### src/logic/ivp_pkg.sv
/*
 * Shared constants and carrier types for the interrupt vector and
 * priority map. Assumes one machine clock and one system reset.
 */
package ivp_pkg;

    localparam int          IVP_LINES      = 24;
    localparam int          IVP_LVL_W      = 2;
    localparam int          IVP_IDX_W      = 5;
    localparam logic [15:0] IVP_VEC_TOP    = 16'hfffa;
    localparam logic [15:0] IVP_VEC_STEP   = 16'h0002;
    localparam logic [1:0]  IVP_LVL_RESET  = 2'h3;
    localparam logic [7:0]  IVP_UNUSED_RD  = 8'h00;

    // Line numbers of the sources
    localparam int IVP_L_EXT4    = 0;
    localparam int IVP_L_EXT5    = 1;
    localparam int IVP_L_EXT26   = 2;
    localparam int IVP_L_EXT37   = 3;
    localparam int IVP_L_T0LO    = 5;
    localparam int IVP_L_T0HI    = 6;
    localparam int IVP_L_UART_RX = 7;
    localparam int IVP_L_UART_TX = 8;
    localparam int IVP_L_T1HI    = 14;
    localparam int IVP_L_ADC     = 18;
    localparam int IVP_L_TBT     = 19;
    localparam int IVP_L_WPS     = 20;
    localparam int IVP_L_T1LO    = 22;
    localparam int IVP_L_FLASH   = 23;

    typedef struct packed {
        logic ext2;
        logic ext3;
        logic ext4;
        logic ext5;
        logic ext6;
        logic ext7;
        logic timer_lo0;
        logic timer_hi0;
        logic timer_lo1;
        logic timer_hi1;
        logic uart_rx;
        logic uart_tx;
        logic adc;
        logic time_base;
        logic watch_pre;
        logic flash;
    } ivp_src_t;

    typedef struct packed {
        logic                 valid;
        logic [IVP_IDX_W-1:0] line;
        logic [IVP_LVL_W-1:0] level;
        logic [15:0]          vector;
    } ivp_grant_t;

endpackage

### src/logic/ivp_map.sv
/*
 * Interrupt request mapping, level compare and vector selection.
 * Assumes sources are request levels on clk_i and the core gives
 * the level fields as a flat vector and unused-address read strobes.
 */
// Notes on behaviour
// - Lines 0..23 own vector pairs, line 0 highest, two bytes lower each.
// - Among equal-level pending requests, the lowest-numbered line wins.
// - Channels 2 and 6 share line 2; channels 4 and 5 drive lines 0, 1.
// - External channels 3 and 7 share line 3 with one vector and one level.
// - Timer 0 lower half raises line 5, upper half line 6.
// - Timer 1 upper half raises line 14.
// - Timer 1 lower half raises line 22, below lines 18 to 20.
// - An unused-address read completes; its data is not relied on.
// - Each line has its own two-bit level field used in arbitration.
`timescale 1ns/10ps
module ivp_map
    import ivp_pkg::*;
(
    input  wire logic                           clk_i,
    input  wire logic                           sys_rst_i,
    input  wire ivp_src_t                       src_i,
    input  wire logic [IVP_LINES*IVP_LVL_W-1:0] level_i,
    input  wire logic                           unused_rd_i,
    output logic [IVP_LINES-1:0]                req_o,
    output ivp_grant_t                          grant_o,
    output logic                                unused_rd_ack_o,
    output logic [7:0]                          unused_rd_data_o
);

    ////////////////////////////////////////////////////////////////////
    // Line mapping
    logic [IVP_LINES-1:0] req_d;
    logic [IVP_LINES-1:0] req_q;

    always_comb begin
        req_d = '0;
        req_d[IVP_L_EXT4]    = src_i.ext4;
        req_d[IVP_L_EXT5]    = src_i.ext5;
        req_d[IVP_L_EXT26]   = src_i.ext2 | src_i.ext6;
        req_d[IVP_L_EXT37]   = src_i.ext3 | src_i.ext7;
        req_d[IVP_L_T0LO]    = src_i.timer_lo0;
        req_d[IVP_L_T0HI]    = src_i.timer_hi0;
        req_d[IVP_L_UART_RX] = src_i.uart_rx;
        req_d[IVP_L_UART_TX] = src_i.uart_tx;
        req_d[IVP_L_T1HI]    = src_i.timer_hi1;
        req_d[IVP_L_ADC]     = src_i.adc;
        req_d[IVP_L_TBT]     = src_i.time_base;
        req_d[IVP_L_WPS]     = src_i.watch_pre;
        req_d[IVP_L_T1LO]    = src_i.timer_lo1;
        req_d[IVP_L_FLASH]   = src_i.flash;
    end

    always_ff @(posedge clk_i or posedge sys_rst_i) begin
        if (sys_rst_i) begin
            req_q <= '0;
        end else begin
            req_q <= req_d;
        end
    end

    assign req_o = req_q;

    ////////////////////////////////////////////////////////////////////
    // Arbitration: lower level value is more urgent, then lower line
    ivp_grant_t win_d;
    ivp_grant_t grant_q;

    always_comb begin
        win_d       = '0;
        win_d.level = IVP_LVL_RESET;
        for (int i = IVP_LINES - 1; i >= 0; i--) begin
            if (req_q[i] &&
                (!win_d.valid ||
                 level_i[i*IVP_LVL_W +: IVP_LVL_W] <= win_d.level)) begin
                win_d.valid = 1'b1;
                win_d.line  = IVP_IDX_W'(i);
                win_d.level = level_i[i*IVP_LVL_W +: IVP_LVL_W];
            end
        end
        win_d.vector = IVP_VEC_TOP
                     - 16'(IVP_VEC_STEP * 16'(win_d.line));
        if (!win_d.valid) begin
            win_d = '0;
        end
    end

    always_ff @(posedge clk_i or posedge sys_rst_i) begin
        if (sys_rst_i) begin
            grant_q <= '0;
        end else begin
            grant_q <= win_d;
        end
    end

    assign grant_o = grant_q;

    ////////////////////////////////////////////////////////////////////
    // Unused-address reads answer next cycle with a fixed filler
    logic unused_ack_q;

    always_ff @(posedge clk_i or posedge sys_rst_i) begin
        if (sys_rst_i) begin
            unused_ack_q <= 1'b0;
        end else begin
            unused_ack_q <= unused_rd_i;
        end
    end

    assign unused_rd_ack_o  = unused_ack_q;
    assign unused_rd_data_o = IVP_UNUSED_RD;

    ////////////////////////////////////////////////////////////////////
    // Checks
    localparam logic [IVP_LINES-1:0] IVP_IDLE_MASK = 24'h23be10;

    property p_idle_lines;
        @(posedge clk_i) disable iff (sys_rst_i)
        (req_o & IVP_IDLE_MASK) == '0;
    endproperty
    a_idle_lines: assert property (p_idle_lines)
        else $error("unassigned line active");

    property p_share2;
        @(posedge clk_i) disable iff (sys_rst_i)
        (src_i.ext2 || src_i.ext6) |=> req_o[2];
    endproperty
    a_share2: assert property (p_share2)
        else $error("line 2 not raised");

    property p_share3;
        @(posedge clk_i) disable iff (sys_rst_i)
        $past(src_i.ext3 | src_i.ext7) == req_o[3];
    endproperty
    a_share3: assert property (p_share3)
        else $error("line 3 mismatch");

    property p_hold_shared;
        @(posedge clk_i) disable iff (sys_rst_i)
        (src_i.ext6 && !src_i.ext2) |=> req_o[2];
    endproperty
    a_hold_shared: assert property (p_hold_shared)
        else $error("shared line dropped");

    property p_timer0;
        @(posedge clk_i) disable iff (sys_rst_i)
        src_i.timer_lo0 && src_i.timer_hi0 |=> req_o[5] && req_o[6];
    endproperty
    a_timer0: assert property (p_timer0)
        else $error("timer 0 lines wrong");

    property p_timer1;
        @(posedge clk_i) disable iff (sys_rst_i)
        src_i.timer_hi1 |=> req_o[14];
    endproperty
    a_timer1: assert property (p_timer1)
        else $error("timer 1 upper wrong");

    property p_t1lo_low;
        @(posedge clk_i) disable iff (sys_rst_i)
        req_o[22] && req_o[18] && level_i[45:44] == level_i[37:36]
            |=> grant_o.line != 5'h16;
    endproperty
    a_t1lo_low: assert property (p_t1lo_low)
        else $error("timer 1 lower beat converter");

    property p_vector;
        @(posedge clk_i) disable iff (sys_rst_i)
        grant_o.valid |->
            grant_o.vector == 16'hfffa - {10'h000, grant_o.line, 1'b0};
    endproperty
    a_vector: assert property (p_vector)
        else $error("vector address wrong");

    property p_line0_wins;
        @(posedge clk_i) disable iff (sys_rst_i)
        req_o[0] && req_o[23] && level_i[1:0] == level_i[47:46]
            |=> grant_o.line != 5'h17;
    endproperty
    a_line0_wins: assert property (p_line0_wins)
        else $error("equal level order wrong");

    property p_level;
        @(posedge clk_i) disable iff (sys_rst_i)
        |req_o |=> grant_o.valid;
    endproperty
    a_level: assert property (p_level)
        else $error("pending request not granted");

    property p_unused;
        @(posedge clk_i) disable iff (sys_rst_i)
        unused_rd_i |=> unused_rd_ack_o;
    endproperty
    a_unused: assert property (p_unused)
        else $error("unused read not completed");

    property p_direct_ext;
        @(posedge clk_i) disable iff (sys_rst_i)
        $past(src_i.ext4) == req_o[IVP_L_EXT4]
            && $past(src_i.ext5) == req_o[IVP_L_EXT5];
    endproperty
    a_direct_ext: assert property (p_direct_ext)
        else $error("line 0 or 1 mismatch");

    property p_timer0_lo;
        @(posedge clk_i) disable iff (sys_rst_i)
        $past(src_i.timer_lo0) == req_o[IVP_L_T0LO];
    endproperty
    a_timer0_lo: assert property (p_timer0_lo)
        else $error("timer 0 lower line mismatch");

    property p_timer1_lo;
        @(posedge clk_i) disable iff (sys_rst_i)
        $past(src_i.timer_lo1) == req_o[IVP_L_T1LO];
    endproperty
    a_timer1_lo: assert property (p_timer1_lo)
        else $error("timer 1 lower line mismatch");

    property p_shared_clear;
        @(posedge clk_i) disable iff (sys_rst_i)
        !(src_i.ext2 || src_i.ext6) |=> !req_o[IVP_L_EXT26];
    endproperty
    a_shared_clear: assert property (p_shared_clear)
        else $error("shared line held after both cleared");

    property p_idle_grant;
        @(posedge clk_i) disable iff (sys_rst_i)
        !(|req_o) |=> !grant_o.valid;
    endproperty
    a_idle_grant: assert property (p_idle_grant)
        else $error("grant without pending request");

endmodule

### config.mk
export PLATFORM = sky130hd
export DESIGN_NAME = ivp_map
export DESIGN_NICKNAME = d
export VERILOG_FILES = /design/src/logic/ivp_pkg.sv /design/src/logic/ivp_map.sv
export SDC_FILE = /design/constraint.sdc
export NUM_CORES = 1
export LEC_CHECK = 0
export ABC_AREA = 1
export BUFFER_PORTS_ARGS = -buffer_cell sky130_fd_sc_hd__buf_2
export CORE_UTILIZATION = 35
export DETAILED_ROUTE_END_ITERATION = 6
export PLACE_DENSITY = 0.71
export SLEW_MARGIN = 10
export SYNTH_ARGS = -nofsm -noshare
export SYNTH_HDL_FRONTEND = slang
export SYNTH_SLANG_ARGS = --single-unit
### constraint.sdc
create_clock -name clk_i -period 13.63 [get_ports clk_i]
set_clock_uncertainty 0.2 [all_clocks]
set_input_delay 0.6815 -clock clk_i [delete_from_list [all_inputs] [get_ports clk_i]]
set_output_delay 0.6815 -clock clk_i [all_outputs]
set_load 0.02 [all_outputs]
[After elaboration in Yosys (flattened, before gate mapping)]
Index checks and enable logic that the tools add are counted.
Word-level totals
  register bits: 39
  bits of input ports: 67
  output and inout bits: 57
  word-level logic and storage cells: 76
Operators by class
  add/subtract/negate cells: 1
  order comparisons: 13
  mux-type cells: 15
  bitwise logic cells: 2
  reductions and logical operators: 39
Operator list (count)
  2-to-1 mux 8 bit: 14
  less-or-equal comparator 2 bit: 13
  2-to-1 mux 24 bit: 1
  logical AND 1 bit: 13
  logical NOT 1 bit: 13
  logical OR 1 bit: 13
  subtractor 4 x 7 -> 8 bit (first input constant): 1
  OR 1 bit: 2

[Logic depth before layout (Yosys ltp)]
Gate-level depths: netlist (run 1).
  depth after elaboration: 55
  gate-level depth with buffers: 111
  depth with buffers taken out: 111

[Least setup slack after synthesis (run 1)]
No wires, ideal clock.
  kind: input -> register
  from: input port level_i[46]
  to: register grant_q (netlist bit grant_o[4])
  library setup time: 0.128 ns
  arrival: 12.594 ns
  data required time: 13.302 ns
  setup slack: 0.708 ns
  stages on the path: 104
  buffers on the path: 0
  cells stage by stage: inv_1 > nand2_1 > ha_1 > nor2_1 > a31o_2 > o211ai_1 > nand2_1 > o21ai_0 > inv_1 > ha_1 > o21ai_0 > nand2_1 > nand2_1 > nand2_2 > nand2_2 > nor2_1 > a21oi_1 > ha_1 > [... 68 more ...] > nor2_1 > o211ai_1 > nand2_1 > inv_1 > nand2_1 > and2_1 > ha_1 > a21oi_1 > a21oi_1 > nand2_1 > nand2_2 > nand2_1 > nor2_1 > nand2_2 > nor2_1 > ha_1 > xnor2_1 > nor2_1
RTL lines
  start: declaration: RTL line ivp_map.sv:23  | input wire logic [IVP_LINES*IVP_LVL_W-1:0] level_i,
  end signal: assignment: RTL line ivp_map.sv:92  | grant_q <= win_d;
  end: declaration: RTL line ivp_map.sv:67  | ivp_grant_t grant_q;

==> results of run 1 <==
-- per-layer routing --
| layer | wire length [um] | up-vias |
|---|---|---|
| met5 | 0 | - |
| met4 | 23 | 0 |
| met3 | 277 | 2 |
| met2 | 2530 | 63 |
| met1 | 2380 | 918 |
| li1 | - | 1144 |
-- state kept, by name, indices dropped and copies added, names as in the netlist --
register	flops
req_o	14
grant_o	13
unused_rd_ack_o	1
-- synthesized netlist by cell type, drive strengths merged --
cell / instances
buf: 29
and2: 3
o2bb2ai: 1
nor4: 1
clkinv: 1
or3: 1
conb: 1
inv: 63
o21ai: 16
nor2: 30
nand3: 32
o211ai: 3
or2: 3
xnor2: 1
nand4: 1
a21boi: 1
o22ai: 1
nand2: 75
dfrtp: 28
a31o: 1
ha: 17
a21oi: 15
-- worst max-delay path: cells and delay by family --
family	cells	cell delay (ps)
AOI/OAI and AO/OA	22	2040
and+or+nand+nor	62	5100
adders and majority gates	14	3680
buffers and inverters	11	910
xor gates and xnor gates	1	120
-- power groups by stage --
| stage | combinational [uW] | clock [uW] | sequential, uW |
|---|---|---|---|
| after floorplan | 165 | 0 | 125 |
| after global routing | 306 | 51.3 | 107 |
| final | 271 | 45.3 | 106 |
| after CTS | 252 | 47.1 | 105 |
| after global placement | 243 | 0 | 107 |
| after detailed placement | 251 | 0 | 107 |
-- worst min path at each step --
stage | from | endpoint | slack (ps) | cells after the start
global placement | req_o[0] | grant_o[6] | 370 | 2
floorplan | req_o[0] | grant_o[6] | 460 | 2
detailed placement | req_o[0] | grant_o[6] | 370 | 2
finish | sys_rst_i | grant_o[6] | 260 | 3
global route | src_i[0] | req_o[23] | 290 | 1
CTS | sys_rst_i | grant_o[6] | 270 | 3
-- logic make-up after synthesis --
| group | synth area share (%) |
|---|---|
| XOR/XNOR | 0.360 |
| AND/OR/NAND/NOR | 33.5 |
| adder cells (fa/ha/maj) | 8.75 |
| other | 0.154 |
| flip-flops | 28.8 |
| AO/OA/AOI/OAI | 9.37 |
| buffers and inverters | 19.0 |
-- layout make-up --
class | instances | area, um2 | area share, %
Tap cell | 80 | 100 | 3.28
Timing Repair Buffer | 96 | 510 | 16.7
Inverter | 64 | 245 | 8.05
Sequential cell | 28 | 702 | 23.0
Clock buffer | 3 | 41.3 | 1.35
Multi-Input combinational cell | 221 | 1450 | 47.5
-- through the flow --
stage | setup TNS (ps) | hold slack (ps) | cell area, um2
final | 0 | 259 | 3050
after global routing | -208 | 289 | 3050
after CTS | 0 | 271 | 2910
after detailed placement | -1500 | 367 | 2870
after global placement | 0 | 372 | 2870
after floorplan | 0 | 465 | 2500
-- what timing repair did --
action,in CTS,in global routing
buffers inserted,0,3
pin swaps,0,14
resized for setup,1,39
endpoints found under the setup margin,3,11
gates cloned,0,0
==> reports/results.tsv, run 1 <==
metric	value	unit
worst-path fanout max	6	
I/O Pins	124	
Crit Path Category	in -> reg	
PwrDens	138	mW/mm2
routed vias	2127	
Sw Ratio	45.6	%
core region area	0.00676	mm2
vias in the first global route	2005	
capture point of the worst path	grant_o[4]	
ranking of synthesized cells by area	dfrtp_1 (29%), inv_1 (9.1%), buf_4 (9.0%)	
Hold Buf Count CTS	0	
first-pass GRT wire length	8500	um
wire per inst	10.6	um
DRC viols	0	
Cell Int Power	229	uW
Total Die Area	0.00728	mm2
dpl hpwl	4340	um
initial cell density of the core	36.0	%
Setup crit start	level_i[46]	
clock power share	10.7	%
final setup violation count	0	
crit-path most repeated cell	nand2_1	
Vert. Die Dim	85.3	um
commonest cells after routing, fill and taps aside	buf_2 (84), inv_1 (59), nand2_1 (45), dfrtp_1 (27), nor2_1 (23)	
Buffers on Ports	84	
Worst EP arrival	12560	ps
Clock Tree Buf Depth	2	
Synth top area share	28.8	%
Non-Filler Instances	492	
CP Launch Type	input pin	
reg2reg start	req_o[23]	
Die X	85.3	um
maximum clock frequency	79.4	MHz
Final Util	45.1	%
grt met2 use	26.2	%
clock root buffer	clkbuf_8	
most common cell after layout, fill and taps aside	buf_2	
worst reg2reg setup slack	1130	ps
post-synthesis register bit count	28	
Crit path largest cell delay	310	ps
grt peak-use layer	met2	
Crit-path slowest cell	ha_1	
clk_lat worst skew	270	ps
via density per instance	4.32	
Worst setup EP type	flop	
gr ovfl total	0	
NumNets Final	498	
RR Endpoint	grant_o[4]	
filler cell count	698	
Syn Area/Cell	7.50	um2
clk sink count	28	
Final Wtd Congestion	0.872	
Synth cell types	30	
final slew viol count	0	
H-tree depth	1	
post-layout worst setup margin	1030	ps
Total GRT Usage	14.4	%
cell taking the most area after synthesis	dfrtp_1	
maxcap violations	0	
Seq pwr share	25.0	%
initial DRC count	32	
Place WS	-362	ps
Hold Path Class	in -> async	
Mapped Cells	324	
met3 usage	2.63	%
detailed-router iteration count before antenna repair	4	
antenna cells	0	
cts bufs inserted	3	
Power, Total	422	uW
initial antenna violation count	0	
Area Overhead vs Synth	25.4	%
Reg2Reg Depth	108	
Fin. Hold Viols	0	
Netlist Area Pre-Place	0.00243	mm2
Net Sw Power	192	uW
Ys Warns	0	
final WL	5210	um
Max rail drop VDD	0.0863	mV
sequential area share after synthesis	28.8	%
layout cells sized above 1	43.4	%
P_leak	0.00173	uW
CTS tree	yes	
Comb pwr share	64.2	%
Antenna Nets Post-Route	0	
Clock transition at path regs	100	ps
largest net degree at the start of global routing	29	
run status	finished, final reports clean	
Rows	30	
Period minus WS final	12600	ps
data required time of the critical path	13590	ps
number of placed instances, taps included	486	
Tcrit/Tclk final	92.4	%
met1 Usage GRT	17.7	%
No activity file was read; power rests on OpenSTA's default activity.
==> inputs of run 2 (changes only) <==
Settings changed: RECOVER_POWER from default to 50.
==> run 2 against run 1 <==
The run now ends with max-capacitance violations, max-slew violations left. Setup slack lost 1.6 ps. Power shrank 0.20%. Clock-buffer cell count is the same. First-iteration DRC count shrank 6.3%. Routed wire length is essentially flat. Critical path depth is the same. Combinational power is essentially flat. Flip-flop and latch count is the same. Clock power is essentially flat. Largest power group unchanged.
==> reports/results.tsv, run 2 (synthesis results as in run 1) <==
metric	value	unit
run status	finished, violations left	
failing checks	max-capacitance violations, max-slew violations	
I/O Pins	124	
Top delay family on crit path	simple AND/OR/NAND/NOR gates	
Crit Path Category	in -> reg	
Tcrit/Tclk final	92.4	%
most common cell after layout, fill and taps aside	buf_2	
Max rail drop VDD	0.0850	mV
Hold Path Class	in -> reg	
initial antenna violation count	0	
NumNets Final	498	
clock root buffer	clkbuf_8	
final slew viol count	29	
layout cells sized above 1	42.5	%
CP Launch Type	input pin	
Total Die Area	0.00728	mm2
PwrDens	138	mW/mm2
routed vias	2126	
max reg flops	14	
P_leak	0.00171	uW
Slew HR	-1.94	%
vias in the first global route	2005	
final WL	5220	um
Fin. Hold Viols	0	
first-pass GRT wire length	8500	um
largest net degree at the start of global routing	29	
initial DRC count	30	
dpl hpwl	4340	um
worst-path fanout max	6	
CTS tree	yes	
detailed-router iteration count before antenna repair	4	
Worst-Margin Slew	1530	ps
Crit path largest cell delay	310	ps
DRC viols	0	
clk sink count	28	
Vert. Die Dim	85.3	um
Total GRT Usage	14.4	%
Clock transition at path regs	100	ps
wire per inst	10.6	um
maxcap violations	1	
maximum clock frequency	79.4	MHz
data required time of the critical path	13590	ps
crit-path most repeated cell	nand2_1	
Worst setup EP type	flop	
Final Wtd Congestion	0.872	
core region area	0.00676	mm2
gr ovfl total	0	
Clock Tree Buf Depth	2	
Crit-path slowest cell	ha_1	
Hold Buf Count CTS	0	
via density per instance	4.32	
Area Overhead vs Synth	25.1	%
clk_lat worst skew	270	ps
H-tree depth	1	
Worst EP arrival	12560	ps
initial cell density of the core	36.0	%
Die X	85.3	um
Buffers on Ports	84	
Antenna Nets Post-Route	0	
antenna cells	0	
hold_ws	306	ps
worst path bufs/invs	11	
Period minus WS final	12600	ps
commonest cells after routing, fill and taps aside	buf_2 (81), inv_1 (59), nand2_1 (45), dfrtp_1 (27), nor2_1 (23)	
final setup violation count	0	
cts bufs inserted	3	
post-layout worst setup margin	1030	ps
Place WS	-362	ps
Rows	30	
run 2: area by class of cell:
cell class              count  area [um2]
fillers                   701        3720
inverters                  64         245
multi-input cells         221        1450
flip-flops and latches     28         702
clock buffers               3        41.3
well taps                  80         100
repair buffers             96         503
run 2: stage by stage:
stage                     power, uW  instance area (um2)  setup TNS (ps)  util [%]  instances
after floorplan                 291                 2500               0         -        342
after detailed placement        357                 2870           -1500      42.5        486
after CTS                       404                 2910               0      43.1        489
final                           421                 3040               0      45.0        492
after global routing            463                 3040            -208      45.0        492
after global placement          350                 2870               0      42.5        486
run 2: metal layers:
layer  vias to the layer above  share of wire (%)  global-route usage, %
met4                         0               0.44                   3.18
met3                         2                5.3                   2.63
met1                       917                 46                   17.7
met5                         -                  0                      0
li1                       1144                  -                      -
met2                        63                 48                   26.2
run 2: final timing paths:
check,from,end,slack (ps),depth (start not counted)
max in group asynchronous,sys_rst_i,req_o[23],11520,3
min in group asynchronous,sys_rst_i,grant_o[6],720,3
worst max register to register,req_o[23],grant_o[4],1130,108
worst max-delay path,level_i[46],grant_o[4],1030,110
worst min-delay path,src_i[12],req_o[1],310,1
worst min register to register,req_o[0],grant_o[6],370,2
run 2: power breakdown:
part	internal, uW	switching, uW
clock	19.8	25.5
combinational	110	160
sequential	98.3	7.36
total	228	193
run 2: repair_timing:
item                       in CTS  in global routing
setup buffers                   0                  3
pin swaps                       0                 14
gates cloned                    0                  0
setup endpoints to repair       3                 11
resized for setup               1                 39
